**config.mk**
```make
export PLATFORM = sky130hd
export DESIGN_NAME = cacs_top
export DESIGN_NICKNAME = d
export VERILOG_FILES = /design/src/shared/cacs_pkg.sv /design/src/shared/cacs_crc_if.sv /design/src/hw/cacs_crc.sv /design/src/hw/cacs_top.sv
export SDC_FILE = /design/constraint.sdc
export NUM_CORES = 1
export LEC_CHECK = 0
export BUFFER_PORTS_ARGS = -buffer_cell sky130_fd_sc_hd__clkbuf_2
export CAP_MARGIN = 10
export CELL_PAD_IN_SITES_DETAIL_PLACEMENT = 1
export CELL_PAD_IN_SITES_GLOBAL_PLACEMENT = 1
export CORE_MARGIN = 4
export CORE_UTILIZATION = 37
export DETAILED_ROUTE_END_ITERATION = 12
export PLACE_DENSITY_LB_ADDON = 0.1
export SYNTH_ARGS = -nofsm -noshare
export SYNTH_HDL_FRONTEND = slang
export SYNTH_SLANG_ARGS = --single-unit
```
**constraint.sdc**
```tcl
create_clock -name SYS_CLK -period 2.7 [get_ports SYS_CLK]
set_input_delay 0.135 -clock SYS_CLK [delete_from_list [all_inputs] [get_ports SYS_CLK]]
set_output_delay 0.135 -clock SYS_CLK [all_outputs]
set_load 0.02 [all_outputs]
```
**src/shared/cacs_pkg.sv**
```systemverilog
// Constants and types for the configuration, address, checksum and fault simulation block.
// Assumes a PMBus protocol engine outside that decodes transactions into command strobes.
package cacs_pkg;
    // Command codes
    localparam logic [7:0] CMD_OVERRIDE = 8'hee;
    localparam logic [7:0] CMD_ADDR = 8'hef;
    localparam logic [7:0] CMD_CRC = 8'hf0;
    localparam logic [7:0] CMD_SIM = 8'hf1;

    // Strap override selection bits
    localparam int OVR_OUTPUT_VOLTAGE_SOURCE_BIT = 0;
    localparam int OVR_SWITCHING_RATE_SOURCE_BIT = 1;
    localparam int OVR_OC_BIT = 2;
    localparam logic [15:0] OVR_RESET = 16'h0000;

    // Target address
    localparam int ADDR_W = 7;
    localparam logic [ADDR_W-1:0] ADDR_RESET = 7'h00;
    localparam logic [ADDR_W-1:0] ADDR_RSVD_0 = 7'h0c;
    localparam logic [ADDR_W-1:0] ADDR_RSVD_1 = 7'h28;
    localparam logic [ADDR_W-1:0] ADDR_RSVD_2 = 7'h37;
    localparam logic [ADDR_W-1:0] ADDR_RSVD_3 = 7'h61;

    // Settings checksum
    localparam logic [15:0] CRC_POLY = 16'h8005;
    localparam logic [15:0] CRC_INIT = 16'h0000;
    localparam int NVM_AW = 5;
    localparam logic [NVM_AW-1:0] NVM_LAST = 5'h1f;

    // Fault simulation word
    localparam int NUM_PHASES = 4;
    localparam int PHASE_W = 2;
    localparam int SIM_FAULT_HOLD = 15;
    localparam int SIM_OVERTEMP_FAULT = 14;
    localparam int SIM_OVERCURRENT_FAULT = 12;
    localparam int SIM_INPUT_LOCKOUT = 11;
    localparam int SIM_INPUT_OVERVOLTAGE_FAULT = 10;
    localparam int SIM_OUTPUT_UNDERVOLTAGE_FAULT = 9;
    localparam int SIM_OUTPUT_OVERVOLTAGE_FAULT = 8;
    localparam int SIM_WARN_HOLD = 7;
    localparam int SIM_OVERCURRENT_WARNING = 4;
    localparam int SIM_INPUT_UNDERVOLTAGE_WARNING = 3;
    localparam int SIM_OUTPUT_UNDERVOLTAGE_WARNING = 1;
    localparam int SIM_OUTPUT_OVERVOLTAGE_WARNING = 0;
    localparam logic [15:0] SIM_RESET = 16'h0000;
    localparam logic [15:0] SIM_FAULT_MASK = 16'h5f00;
    localparam logic [15:0] SIM_WARN_MASK = 16'h001b;
    localparam logic [15:0] SIM_OFFCONV_MASK = 16'h0900;

    typedef logic [NUM_PHASES-1:0][15:0] cacs_sim_t;
endpackage : cacs_pkg

```
**src/shared/cacs_crc_if.sv**
```systemverilog
// Link between the register block and its settings checksum engine.
// Assumes both ends run on the same clock.
`timescale 1ns/1ps
interface cacs_crc_if;
    import cacs_pkg::*;
    logic start;
    logic busy;
    logic [15:0] result;
    logic [NVM_AW-1:0] rd_addr;
    logic [15:0] rd_data;

    modport mgr (output start, output rd_data, input busy, input result, input rd_addr);
    modport eng (input start, input rd_data, output busy, output result, output rd_addr);
endinterface : cacs_crc_if

```
**src/hw/cacs_crc.sv**
```systemverilog
// Settings checksum engine: CRC-16 over the stored settings words.
// Assumes settings memory returns the word one clock after the address.
`timescale 1ns/1ps
module cacs_crc
    import cacs_pkg::*;
(
    input wire logic clk,
    input wire logic rst,
    cacs_crc_if.eng bus
);
    typedef enum logic [1:0] {ST_IDLE, ST_FETCH, ST_FOLD} cacs_crc_st_e;

    typedef struct packed {
        cacs_crc_st_e st;
        logic [NVM_AW-1:0] addr;
        logic [15:0] crc;
        logic [15:0] result;
        logic busy;
    } cacs_crc_s;

    cacs_crc_s s_q;
    cacs_crc_s s_d;

    function automatic logic [15:0] crc_word(input logic [15:0] c, input logic [15:0] w);
        logic [15:0] r;
        logic fb;
        r = c;
        for (int i = 15; i >= 0; i--) begin
            fb = r[15] ^ w[i];
            r = {r[14:0], 1'b0};
            if (fb) begin
                r = r ^ CRC_POLY;
            end
        end
        return r;
    endfunction : crc_word

    always_comb begin
        s_d = s_q;
        // A new request restarts the walk from the first word
        if (bus.start) begin
            s_d.st = ST_FETCH;
            s_d.addr = '0;
            s_d.crc = CRC_INIT;
        end else begin
            unique case (s_q.st)
                ST_IDLE: begin
                end
                ST_FETCH: begin
                    s_d.st = ST_FOLD;
                end
                ST_FOLD: begin
                    s_d.crc = crc_word(s_q.crc, bus.rd_data);
                    if (s_q.addr == NVM_LAST) begin
                        s_d.result = crc_word(s_q.crc, bus.rd_data);
                        s_d.st = ST_IDLE;
                    end else begin
                        s_d.addr = s_q.addr + 1'b1;
                        s_d.st = ST_FETCH;
                    end
                end
            endcase
        end
        // Busy kept in a flop so the top output has no logic behind it
        s_d.busy = (s_d.st != ST_IDLE);
    end

    always_ff @(posedge clk) begin
        if (rst) begin
            s_q <= '{st: ST_IDLE, addr: '0, crc: CRC_INIT, result: CRC_INIT, busy: 1'b0};
        end else begin
            s_q <= s_d;
        end
    end

    assign bus.busy = s_q.busy;
    assign bus.result = s_q.result;
    assign bus.rd_addr = s_q.addr;
endmodule : cacs_crc

```
**src/hw/cacs_top.sv**
```systemverilog
// Manufacturer configuration registers: strap override, target address,
// settings checksum and per-phase fault simulation.
// Assumes an outside protocol engine that decodes bus transactions into command
// strobes, settings memory with one-clock read latency, and strap values held stable.
`timescale 1ns/1ps
module cacs_top
    import cacs_pkg::*;
(
    input wire logic SYS_CLK,
    input wire logic RST,
    input wire logic CMD_VALID,
    input wire logic CMD_WRITE,
    input wire logic CMD_WORD,
    input wire logic [7:0] CMD_CODE,
    input wire logic [PHASE_W-1:0] CMD_PHASE,
    input wire logic [15:0] CMD_WDATA,
    output logic [15:0] CMD_RDATA,
    output logic CMD_RVALID,
    output logic CMD_NACK,
    input wire logic ADDR_STROBE,
    input wire logic [ADDR_W-1:0] ADDR_IN,
    output logic ADDR_ACK,
    output logic ADDR_NACK,
    input wire logic RESTORE_REQ,
    input wire logic STORE_DONE,
    input wire logic [15:0] NVM_OVERRIDE,
    input wire logic [ADDR_W-1:0] NVM_ADDR,
    output logic [NVM_AW-1:0] NVM_RADDR,
    input wire logic [15:0] NVM_RDATA,
    output logic CRC_BUSY,
    input wire logic [15:0] PIN_OC_FAULT,
    input wire logic [15:0] NVM_OC_FAULT,
    input wire logic [15:0] PIN_OC_WARN,
    input wire logic [15:0] NVM_OC_WARN,
    input wire logic [15:0] PIN_SW_RATE,
    input wire logic [15:0] NVM_SW_RATE,
    input wire logic [15:0] PIN_OUTPUT_VOLTAGE_SOURCE_TARGET,
    input wire logic [15:0] NVM_OUTPUT_VOLTAGE_SOURCE_TARGET,
    input wire logic [15:0] PIN_LOOP_SCALE,
    input wire logic [15:0] NVM_LOOP_SCALE,
    input wire logic [15:0] PIN_OUTPUT_VOLTAGE_SOURCE_CEIL,
    input wire logic [15:0] NVM_OUTPUT_VOLTAGE_SOURCE_CEIL,
    input wire logic [15:0] PIN_OUTPUT_VOLTAGE_SOURCE_FLOOR,
    input wire logic [15:0] NVM_OUTPUT_VOLTAGE_SOURCE_FLOOR,
    output logic [15:0] OVERCURRENT_FAULT_THRESHOLD,
    output logic [15:0] OVERCURRENT_WARNING_THRESHOLD,
    output logic [15:0] SWITCHING_RATE,
    output logic [15:0] OUTPUT_VOLTAGE_TARGET,
    output logic [15:0] OUTPUT_LOOP_SCALE,
    output logic [15:0] OUTPUT_VOLTAGE_CEILING,
    output logic [15:0] OUTPUT_VOLTAGE_FLOOR,
    input wire logic CONV_EN,
    input wire logic [NUM_PHASES-1:0] FAULT_RESP,
    input wire logic [NUM_PHASES-1:0] WARN_RESP,
    output cacs_sim_t SIM_FORCE
);
    typedef enum logic [0:0] {ST_BOOT, ST_RUN} cacs_st_e;

    typedef struct packed {
        cacs_st_e st;
        logic [15:0] override;
        logic [ADDR_W-1:0] addr;
        cacs_sim_t sim;
        cacs_sim_t force_out;
        logic [15:0] oc_fault;
        logic [15:0] oc_warn;
        logic [15:0] sw_rate;
        logic [15:0] output_voltage_source_target;
        logic [15:0] loop_scale;
        logic [15:0] output_voltage_source_ceil;
        logic [15:0] output_voltage_source_floor;
        logic [15:0] rdata;
        logic rvalid;
        logic nack;
        logic addr_ack;
        logic addr_nack;
        logic crc_start;
    } cacs_top_s;

    cacs_top_s s_q;
    cacs_top_s s_d;

    cacs_crc_if crc_bus ();

    cacs_crc u_crc (
        .clk(SYS_CLK),
        .rst(RST),
        .bus(crc_bus)
    );

    assign crc_bus.start = s_q.crc_start;
    assign crc_bus.rd_data = NVM_RDATA;

    function automatic logic addr_reserved(input logic [ADDR_W-1:0] a);
        return (a == ADDR_RSVD_0) || (a == ADDR_RSVD_1) ||
            (a == ADDR_RSVD_2) || (a == ADDR_RSVD_3);
    endfunction : addr_reserved

    logic [15:0] live_mask;

    always_comb begin
        // Disabled conversion lets only lockout and output OV through
        live_mask = CONV_EN ? (SIM_FAULT_MASK | SIM_WARN_MASK) : SIM_OFFCONV_MASK;

        s_d = s_q;
        s_d.rvalid = 1'b0;
        s_d.nack = 1'b0;
        s_d.addr_ack = 1'b0;
        s_d.addr_nack = 1'b0;
        s_d.crc_start = 1'b0;

        // Power-up load and restore of user settings
        if ((s_q.st == ST_BOOT) || RESTORE_REQ) begin
            s_d.st = ST_RUN;
            s_d.override = NVM_OVERRIDE;
            if (!addr_reserved(NVM_ADDR)) begin
                s_d.addr = NVM_ADDR;
            end
            if (NVM_OVERRIDE[OVR_OC_BIT]) begin
                s_d.oc_fault = PIN_OC_FAULT;
                s_d.oc_warn = PIN_OC_WARN;
            end else begin
                s_d.oc_fault = NVM_OC_FAULT;
                s_d.oc_warn = NVM_OC_WARN;
            end
            s_d.sw_rate = NVM_OVERRIDE[OVR_SWITCHING_RATE_SOURCE_BIT] ? PIN_SW_RATE : NVM_SW_RATE;
            if (NVM_OVERRIDE[OVR_OUTPUT_VOLTAGE_SOURCE_BIT]) begin
                s_d.output_voltage_source_target = PIN_OUTPUT_VOLTAGE_SOURCE_TARGET;
                s_d.loop_scale = PIN_LOOP_SCALE;
                s_d.output_voltage_source_ceil = PIN_OUTPUT_VOLTAGE_SOURCE_CEIL;
                s_d.output_voltage_source_floor = PIN_OUTPUT_VOLTAGE_SOURCE_FLOOR;
            end else begin
                s_d.output_voltage_source_target = NVM_OUTPUT_VOLTAGE_SOURCE_TARGET;
                s_d.loop_scale = NVM_LOOP_SCALE;
                s_d.output_voltage_source_ceil = NVM_OUTPUT_VOLTAGE_SOURCE_CEIL;
                s_d.output_voltage_source_floor = NVM_OUTPUT_VOLTAGE_SOURCE_FLOOR;
            end
            s_d.crc_start = 1'b1;
        end
        if (STORE_DONE) begin
            s_d.crc_start = 1'b1;
        end

        // Address phase compare uses the live register, so a change acts at once
        if (ADDR_STROBE) begin
            s_d.addr_ack = (ADDR_IN == s_q.addr);
            s_d.addr_nack = (ADDR_IN != s_q.addr);
        end

        // One response removes simulated conditions unless held
        for (int p = 0; p < NUM_PHASES; p++) begin
            if (FAULT_RESP[p] && !s_q.sim[p][SIM_FAULT_HOLD]) begin
                s_d.sim[p] = s_d.sim[p] & ~SIM_FAULT_MASK;
            end
            if (WARN_RESP[p] && !s_q.sim[p][SIM_WARN_HOLD]) begin
                s_d.sim[p] = s_d.sim[p] & ~SIM_WARN_MASK;
            end
        end

        // Command decode; a write in the same cycle wins over an auto-clear
        if (CMD_VALID) begin
            unique case (CMD_CODE)
                CMD_OVERRIDE: begin
                    if (!CMD_WORD) begin
                        s_d.nack = 1'b1;
                    end else if (CMD_WRITE) begin
                        s_d.override = CMD_WDATA;
                    end else begin
                        s_d.rdata = s_q.override;
                        s_d.rvalid = 1'b1;
                    end
                end
                CMD_ADDR: begin
                    if (CMD_WORD) begin
                        s_d.nack = 1'b1;
                    end else if (CMD_WRITE) begin
                        if (!addr_reserved(CMD_WDATA[ADDR_W-1:0])) begin
                            s_d.addr = CMD_WDATA[ADDR_W-1:0];
                        end
                    end else begin
                        s_d.rdata = {8'h00, 1'b0, s_q.addr};
                        s_d.rvalid = 1'b1;
                    end
                end
                CMD_CRC: begin
                    if (CMD_WRITE || !CMD_WORD) begin
                        s_d.nack = 1'b1;
                    end else begin
                        s_d.rdata = crc_bus.result;
                        s_d.rvalid = 1'b1;
                    end
                end
                CMD_SIM: begin
                    if (!CMD_WORD) begin
                        s_d.nack = 1'b1;
                    end else if (CMD_WRITE) begin
                        s_d.sim[CMD_PHASE] = CMD_WDATA;
                    end else begin
                        s_d.rdata = s_q.sim[CMD_PHASE];
                        s_d.rvalid = 1'b1;
                    end
                end
                default: begin
                    s_d.nack = 1'b1;
                end
            endcase
        end

        // Forced detector outputs per phase, reserved and hold bits never force
        for (int p = 0; p < NUM_PHASES; p++) begin
            s_d.force_out[p] = s_q.sim[p] & live_mask;
        end
    end

    always_ff @(posedge SYS_CLK) begin
        if (RST) begin
            s_q <= '{
                st: ST_BOOT,
                override: OVR_RESET,
                addr: ADDR_RESET,
                sim: {NUM_PHASES{SIM_RESET}},
                force_out: {NUM_PHASES{SIM_RESET}},
                oc_fault: 16'h0000,
                oc_warn: 16'h0000,
                sw_rate: 16'h0000,
                output_voltage_source_target: 16'h0000,
                loop_scale: 16'h0000,
                output_voltage_source_ceil: 16'h0000,
                output_voltage_source_floor: 16'h0000,
                rdata: 16'h0000,
                rvalid: 1'b0,
                nack: 1'b0,
                addr_ack: 1'b0,
                addr_nack: 1'b0,
                crc_start: 1'b0
            };
        end else begin
            s_q <= s_d;
        end
    end

    assign CMD_RDATA = s_q.rdata;
    assign CMD_RVALID = s_q.rvalid;
    assign CMD_NACK = s_q.nack;
    assign ADDR_ACK = s_q.addr_ack;
    assign ADDR_NACK = s_q.addr_nack;
    assign NVM_RADDR = crc_bus.rd_addr;
    assign CRC_BUSY = crc_bus.busy;
    assign OVERCURRENT_FAULT_THRESHOLD = s_q.oc_fault;
    assign OVERCURRENT_WARNING_THRESHOLD = s_q.oc_warn;
    assign SWITCHING_RATE = s_q.sw_rate;
    assign OUTPUT_VOLTAGE_TARGET = s_q.output_voltage_source_target;
    assign OUTPUT_LOOP_SCALE = s_q.loop_scale;
    assign OUTPUT_VOLTAGE_CEILING = s_q.output_voltage_source_ceil;
    assign OUTPUT_VOLTAGE_FLOOR = s_q.output_voltage_source_floor;
    assign SIM_FORCE = s_q.force_out;
endmodule : cacs_top

```
==> flow_summary.json, run 1 <==
{
  "deepest_clock_path_buffer_count": 3,
  "ios": 515,
  "critical_path.endpoint": "u_crc.s_q[17]",
  "ys_warn_count": 0,
  "regToRegEndpoint": "u_crc.s_q[17]",
  "min_from": "PIN_OUTPUT_VOLTAGE_SOURCE_CEIL[0]",
  "route.detailed.vias_per_inst": 5.00,
  "cts_sinks": 301,
  "synth_commonest_cells": "sky130_fd_sc_hd__dfxtp_1, sky130_fd_sc_hd__buf_4, sky130_fd_sc_hd__nor2_1",
  "synth_area_per_cell_um2": 8.95,
  "period_minus_slack_ns": 2.38,
  "antenna_left": 0,
  "max_cap_viol_count": 0,
  "cp_max_fo": 3,
  "final_period_util_pct": 88.1,
  "synth_cells": 1596,
  "postPlaceCellArea_um2": 15900,
  "global_route.overflow_total": 0,
  "cts_buffers": 36,
  "die_w_um": 204,
  "detailed_route_via_count": 13200,
  "worst-setup-path-type": "reg -> reg",
  "relSlewSlack_pct": 49.8,
  "core_area_um2": 37800,
  "vdd_ir_drop_max_v": 0.000352,
  "synth.yosys.seq_area_share_pct": 42.2,
  "die-height_um": 204,
  "synth_cell_types": 45,
  "worst-endpoint-required_ns": 3.09,
  "power.static_leakage_nw": 8.56,
  "effective_utilization_at_floorplan_pct": 37.7,
  "drt-total-wl_mm": 54.8,
  "critPathArrivalTime_ns": 2.76,
  "buffer_ports.inserted": 490,
  "grt_start_max_net_pins": 78,
  "start_kind": "flip-flop",
  "synth-edff-count": 0,
  "max_freq_ghz": 0.420,
  "yosys.cell_count.top_type": "sky130_fd_sc_hd__dfxtp_1",
  "synthDominantCellAreaShare_pct": 42.2,
  "grt_use_total_pct": 25.1,
  "syn_area_um2": 14300,
  "rr_startpoint": "u_crc.s_q[25]",
  "worst_hold_path_type": "in -> reg",
  "setup-violations-final": 0,
  "rsz0062_at_grt": "no",
  "finish.instance_area_um2": 19400,
  "die_area_um2": 41800,
  "max_slew.worst_pin.slew_ns": 0.752,
  "run_status": "finished clean",
  "reg2reg_depth": 6,
  "cts_tree": "built",
  "yosys_register_bits": 301,
  "drcViolationCount": 0,
  "setup.worst_path.start": "u_crc.s_q[25]",
  "synthToLayoutAreaGrowth_pct": 35.8,
  "ys_async_sr_fraction_pct": 0,
  "fin_util_pct": 51.2,
  "regToRegSetupSlack_ns": 0.32,
  "final_nets": 2413,
  "grt_first_pass_wirelength_mm": 82.6,
  "avgRoutedWirePerCell_um": 20.7,
  "drv_slew": 0,
  "clock_tree.root_cell": "sky130_fd_sc_hd__clkbuf_16",
  "worst_clock_skew_ns": 0.0184,
  "num_rows": 71,
  "cellPowerDensity_nw_per_um2": 582,
  "dp_hpwl_mm": 38.2,
  "htree_levels": 2,
  "clock_latency_ns": 0.52,
  "first_global_vias": 14300,
  "yosysTopAreaCell": "sky130_fd_sc_hd__dfxtp_1",
  "power_mw": 11.3,
  "drive_gt1_share_pct": 28.5,
  "antenna_violations_before_repair": 15,
  "final_setup_slack_of_the_worst_path_ns": 0.321,
  "setup-tns-final_ns": 0,
  "gp_routability_congestion": 0.812,
  "setup.worst_path.end_class": "flip-flop",
  "hold_viol_final": 0,
  "firstDrtPassIters": 6,
  "drt_iter0_markers": 501,
  "detailedPlace.worstSlack_ns": 0.347,
  "clk_pin_slew_worst_setup_hold_paths_ns": 0.06,
  "ys_dominant_reg_cell": "sky130_fd_sc_hd__dfxtp_1",
  "yosys-top-cells-area": "sky130_fd_sc_hd__dfxtp_1, sky130_fd_sc_hd__buf_4, sky130_fd_sc_hd__mux2i_1"
}
## cell families (layout without fill, tap and decap cells)
logic type               count (synthesis)  count (layout)  synth area share, %
AND/OR/NAND/NOR                        488             488                 15.0
adder cells (fa/ha/maj)                  4               4                0.351
other                                    1              37               0.0263
multiplexers                           135             135                 10.9
XOR/XNOR                                52              52                 3.64
AO/OA/AOI/OAI                          292             292                 14.1
flip-flops                             301             301                 42.2
buffers and inverters                  323             825                 13.8
## metal layers
layer / GRT usage, % / vias to the layer above / wire, µm
li1: - / 6330 / -
met1: 27.8 / 6351 / 20700
met2: 45.1 / 403 / 27900
met3: 5.98 / 136 / 3340
met4: 12.0 / 4 / 2840
met5: 0 / - / 34
## through the flow
stage	hold WS, ns	std cells
finish	0.00658	2645
floorplan	0.253	1619
detailed placement	0.365	2336
global placement	0.365	2336
CTS	0.00128	2630
global route	-0.000894	2643
## critical path, stage by stage, from the launching register on
cell                       delay (ns)
sky130_fd_sc_hd__dfxtp_1         0.33
sky130_fd_sc_hd__xnor2_2         0.26
sky130_fd_sc_hd__xnor3_1         0.46
sky130_fd_sc_hd__xnor3_1         0.38
sky130_fd_sc_hd__xnor3_2         0.43
sky130_fd_sc_hd__xnor2_1         0.27
sky130_fd_sc_hd__a211oi_2        0.11
## power breakdown
part | leakage [nW] | internal [mW] | switching, mW
combinational | 5.54 | 0.865 | 0.989
clock | 0.548 | 2.75 | 1.96
sequential | 2.46 | 4.61 | 0.100
## layout make-up
type,count,area (µm²)
fillers,4500,18500
multi-input cells,995,6390
flip-flops and latches,301,6030
repair buffers,757,5150
clock buffers,54,1030
well taps,511,639
clock inverters,9,105
diodes,13,32.5
inverters,5,18.8
## registers in the layout (all words and copies together) (netlist names), 5 cells and up
register,cells
OUTPUT_LOOP_SCALE,16
OUTPUT_VOLTAGE_CEILING,16
OUTPUT_VOLTAGE_TARGET,16
OVERCURRENT_WARNING_THRESHOLD,16
CMD_RDATA,16
OUTPUT_VOLTAGE_FLOOR,16
SWITCHING_RATE,16
u_crc.s_q,18
SIM_FORCE,40
OVERCURRENT_FAULT_THRESHOLD,16
u_crc.bus.rd_addr,5
u_crc.bus.result,16
s_q,88
## worst min path at each step
| stage | endpoint | slack [ns] | cells past startpoint |
|---|---|---|---|
| floorplan | CMD_RVALID | 0.25 | 2 |
| global placement | crc_bus.start | 0.37 | 3 |
| detailed placement | crc_bus.start | 0.37 | 3 |
| CTS | OUTPUT_VOLTAGE_CEILING[0] | 0.001 | 3 |
| global route | OUTPUT_VOLTAGE_FLOOR[5] | -0.0009 | 3 |
| finish | OUTPUT_VOLTAGE_CEILING[0] | 0.007 | 3 |
## timing repair
action / CTS / global route
setup buffers: 0 / 0
hold buffers: 231 / 2
gates resized for setup: 0 / 0
hold endpoints to repair: 169 / 2
## layout by cell type, fill, tap and decap left out, types with 5 or more instances in the layout
cell                            count
sky130_fd_sc_hd__clkbuf_2         488
sky130_fd_sc_hd__dfxtp_1          301
sky130_fd_sc_hd__dlygate4sd3_1    233
sky130_fd_sc_hd__nor2_1           197
sky130_fd_sc_hd__nand2_1          155
sky130_fd_sc_hd__a211oi_1         155
sky130_fd_sc_hd__mux2i_1          117
sky130_fd_sc_hd__a21oi_1           78
sky130_fd_sc_hd__nand3_1           43
sky130_fd_sc_hd__xnor2_1           39
sky130_fd_sc_hd__clkbuf_16         36
sky130_fd_sc_hd__and2_1            33
sky130_fd_sc_hd__a22oi_1           29
sky130_fd_sc_hd__buf_4             27
sky130_fd_sc_hd__conb_1            24
sky130_fd_sc_hd__nor2b_1           16
sky130_fd_sc_hd__mux4_2            16
sky130_fd_sc_hd__a311oi_1          16
sky130_fd_sc_hd__diode_2           13
sky130_fd_sc_hd__clkbuf_1          12
sky130_fd_sc_hd__nand2b_1          11
sky130_fd_sc_hd__xor2_1             8
sky130_fd_sc_hd__buf_12             8
sky130_fd_sc_hd__nor3_1             7
sky130_fd_sc_hd__clkbuf_8           7
sky130_fd_sc_hd__o21ai_0            6
sky130_fd_sc_hd__inv_1              5
sky130_fd_sc_hd__nand4_1            5
No activity file was read; power rests on OpenSTA's default activity.
==> run 2, diff against run 1 <==
CORE_ASPECT_RATIO = 0.9   (was default)
==> run 2 against run 1 <==
Worst setup slack got worse by 0.0059 ns. Combinational power about the same. Via count decreased by 0.95%. Core utilization increased by 0.13 points. Critical path depth unchanged. Largest power group is now clock. Non-clock buffer count increased by 2. Maximum frequency decreased by 0.25%. Cell area decreased by 0.28%. Sequential power about the same. Cell count decreased by 1.2%. Flip-flop and latch count unchanged. Global-route usage increased by 0.16 points.
==> flow_summary.json, run 2 (synthesis results as in run 1) <==
{
  "min_from": "PIN_OUTPUT_VOLTAGE_SOURCE_FLOOR[13]",
  "slowest_cell_delay_on_critical_path_ns": 0.47,
  "fill_cells": 4383,
  "detailed_route_via_count": 13100,
  "max_freq_ghz": 0.419,
  "reg2reg_depth": 6,
  "hold_viol_final": 0,
  "gp_routability_congestion": 0.863,
  "first_global_vias": 14200,
  "die-height_um": 194,
  "vdd_ir_drop_max_v": 0.000332,
  "top_usage_layer": "met2",
  "postCtsResizedCells": 0,
  "grt_use_total_pct": 25.2,
  "worst-endpoint-required_ns": 3.08,
  "rsz0062_at_grt": "no",
  "drt-total-wl_mm": 55.2,
  "postCtsSetupRepairBufs": 0,
  "timing.critical_path.cells": "xnor2_2 > xnor3_1 > xnor3_1 > xnor3_2 > xnor2_1 > a211oi_2",
  "grt_start_max_net_pins": 104,
  "cp_common_cell": "sky130_fd_sc_hd__xnor3_1",
  "effective_utilization_at_floorplan_pct": 37.9,
  "dp_hpwl_mm": 39.1,
  "drcViolationCount": 0,
  "max_cap_viol_count": 0,
  "rr_startpoint": "u_crc.s_q[25]",
  "setup.worst_path.end_class": "flip-flop",
  "start_kind": "flip-flop",
  "clock_latency_ns": 0.54,
  "power.static_leakage_nw": 8.57,
  "num_rows": 67,
  "final_period_util_pct": 88.3,
  "final_nets": 2413,
  "slowest_library_cell_on_the_worst_path": "sky130_fd_sc_hd__xnor3_1",
  "htree_levels": 2,
  "cts_buffers": 34,
  "run_status": "finished clean",
  "relSlewSlack_pct": 44.4,
  "route.detailed.vias_per_inst": 5.01,
  "deepest_clock_path_buffer_count": 3,
  "cts_tree": "built",
  "cts_sinks": 301,
  "worst_hold_path_type": "in -> reg",
  "final_common_cell": "sky130_fd_sc_hd__clkbuf_2",
  "final_setup_slack_of_the_worst_path_ns": 0.315,
  "grt_first_pass_wirelength_mm": 83.5,
  "period_minus_slack_ns": 2.38,
  "die_area_um2": 41800,
  "layout.cells.most_common_list": "sky130_fd_sc_hd__clkbuf_2, sky130_fd_sc_hd__dfxtp_1, sky130_fd_sc_hd__dlygate4sd3_1, sky130_fd_sc_hd__nor2_1",
  "cp_max_fo": 3,
  "postPlaceCellArea_um2": 15800,
  "use_met1_pct": 28.3,
  "clk_pin_slew_worst_setup_hold_paths_ns": 0.06,
  "clock_tree.root_cell": "sky130_fd_sc_hd__clkbuf_16",
  "drive_gt1_share_pct": 28.7,
  "die_w_um": 215,
  "register_ranked_first_by_flip_flop_count": "s_q",
  "synthToLayoutAreaGrowth_pct": 35.4,
  "avgRoutedWirePerCell_um": 21.1,
  "seq_area_um2": 6030,
  "final.hold.worst_slack_ns": 0.0104,
  "drt_iter0_markers": 568,
  "antenna_violations_before_repair": 12,
  "critPathArrivalTime_ns": 2.76,
  "antenna_left": 0,
  "grt_use_met3_pct": 6.35,
  "setup-violations-final": 0,
  "firstDrtPassIters": 4,
  "detailedPlace.worstSlack_ns": 0.343,
  "largest_register_ff_count": 88,
  "multiInputGateArea_um2": 6390,
  "setup.worst_path.start": "u_crc.s_q[25]",
  "cellPowerDensity_nw_per_um2": 591,
  "worst_clock_skew_ns": 0.0270,
  "global_route.overflow_total": 0,
  "cts_hold_buf": 235,
  "buffer_ports.inserted": 490,
  "ios": 515,
  "setup-tns-final_ns": 0,
  "finish.instance_area_um2": 19300,
  "grt_util_met2_pct": 46.0,
  "worst-setup-path-type": "reg -> reg",
  "hold-path-cell-count": 3,
  "max_slew.worst_pin.slew_ns": 0.833,
  "core_area_um2": 37600,
  "drv_slew": 0
}
-- run 2: changes by cell type in the layout (fill, tap and decap cells not counted), sizes merged --
cell | previous run | this run
clkbuf | 543 | 533
clkinv | 4 | 8
bufinv | 1 | 4
dlygate4sd3 | 233 | 236
clkinvlp | 2 | 0
diode | 13 | 11
-- run 2: metrics by stage --
stage | power [mW] | std cells | utilization (%)
final | 11.4 | 2613 | 51.4
after global routing | 11.9 | 2610 | 51.3
after global placement | 6.29 | 2307 | 41.9
after detailed placement | 6.32 | 2307 | 41.9
after CTS | 11.5 | 2601 | 51.3
after floorplan | 5.88 | 1619 | -
-- run 2: final timing paths --
check	to	slack, ns
min reg2reg	s_q[219]	0.45
max	u_crc.s_q[32]	0.32
min	OUTPUT_VOLTAGE_FLOOR[13]	0.01
max reg2reg	u_crc.s_q[32]	0.32
-- run 2: area by class of cell --
| cell class | instances | share of cell area, % |
|---|---|---|
| well taps | 483 | 3.13 |
| multi-input cells | 995 | 33.0 |
| diodes | 11 | 0.142 |
| clock inverters | 14 | 0.977 |
| inverters | 5 | 0.0971 |
| repair buffers | 759 | 26.4 |
| flip-flops and latches | 301 | 31.2 |
| clock buffers | 45 | 5.03 |
-- run 2: layer usage --
layer  part of all wire [%]  wire length, µm
met1                     39            21400
met2                     51            28200
met3                    6.2             3450
met4                    3.9             2180
met5                  0.047               26
-- run 2: report_power, final --
group	switching, mW	leakage [nW]	total (mW)	internal [mW]
clock network	1.93	0.580	4.85	2.92
logic	0.996	5.53	1.86	0.865
registers	0.102	2.46	4.71	4.61
-- run 2: critical path, delay by kind of cell, from the launching register on --
| family | cells | cell delay (ns) |
|---|---|---|
| flip-flops | 1 | 0.33 |
| XOR/XNOR | 5 | 1.80 |
| AO/OA/AOI/OAI | 1 | 0.11 |
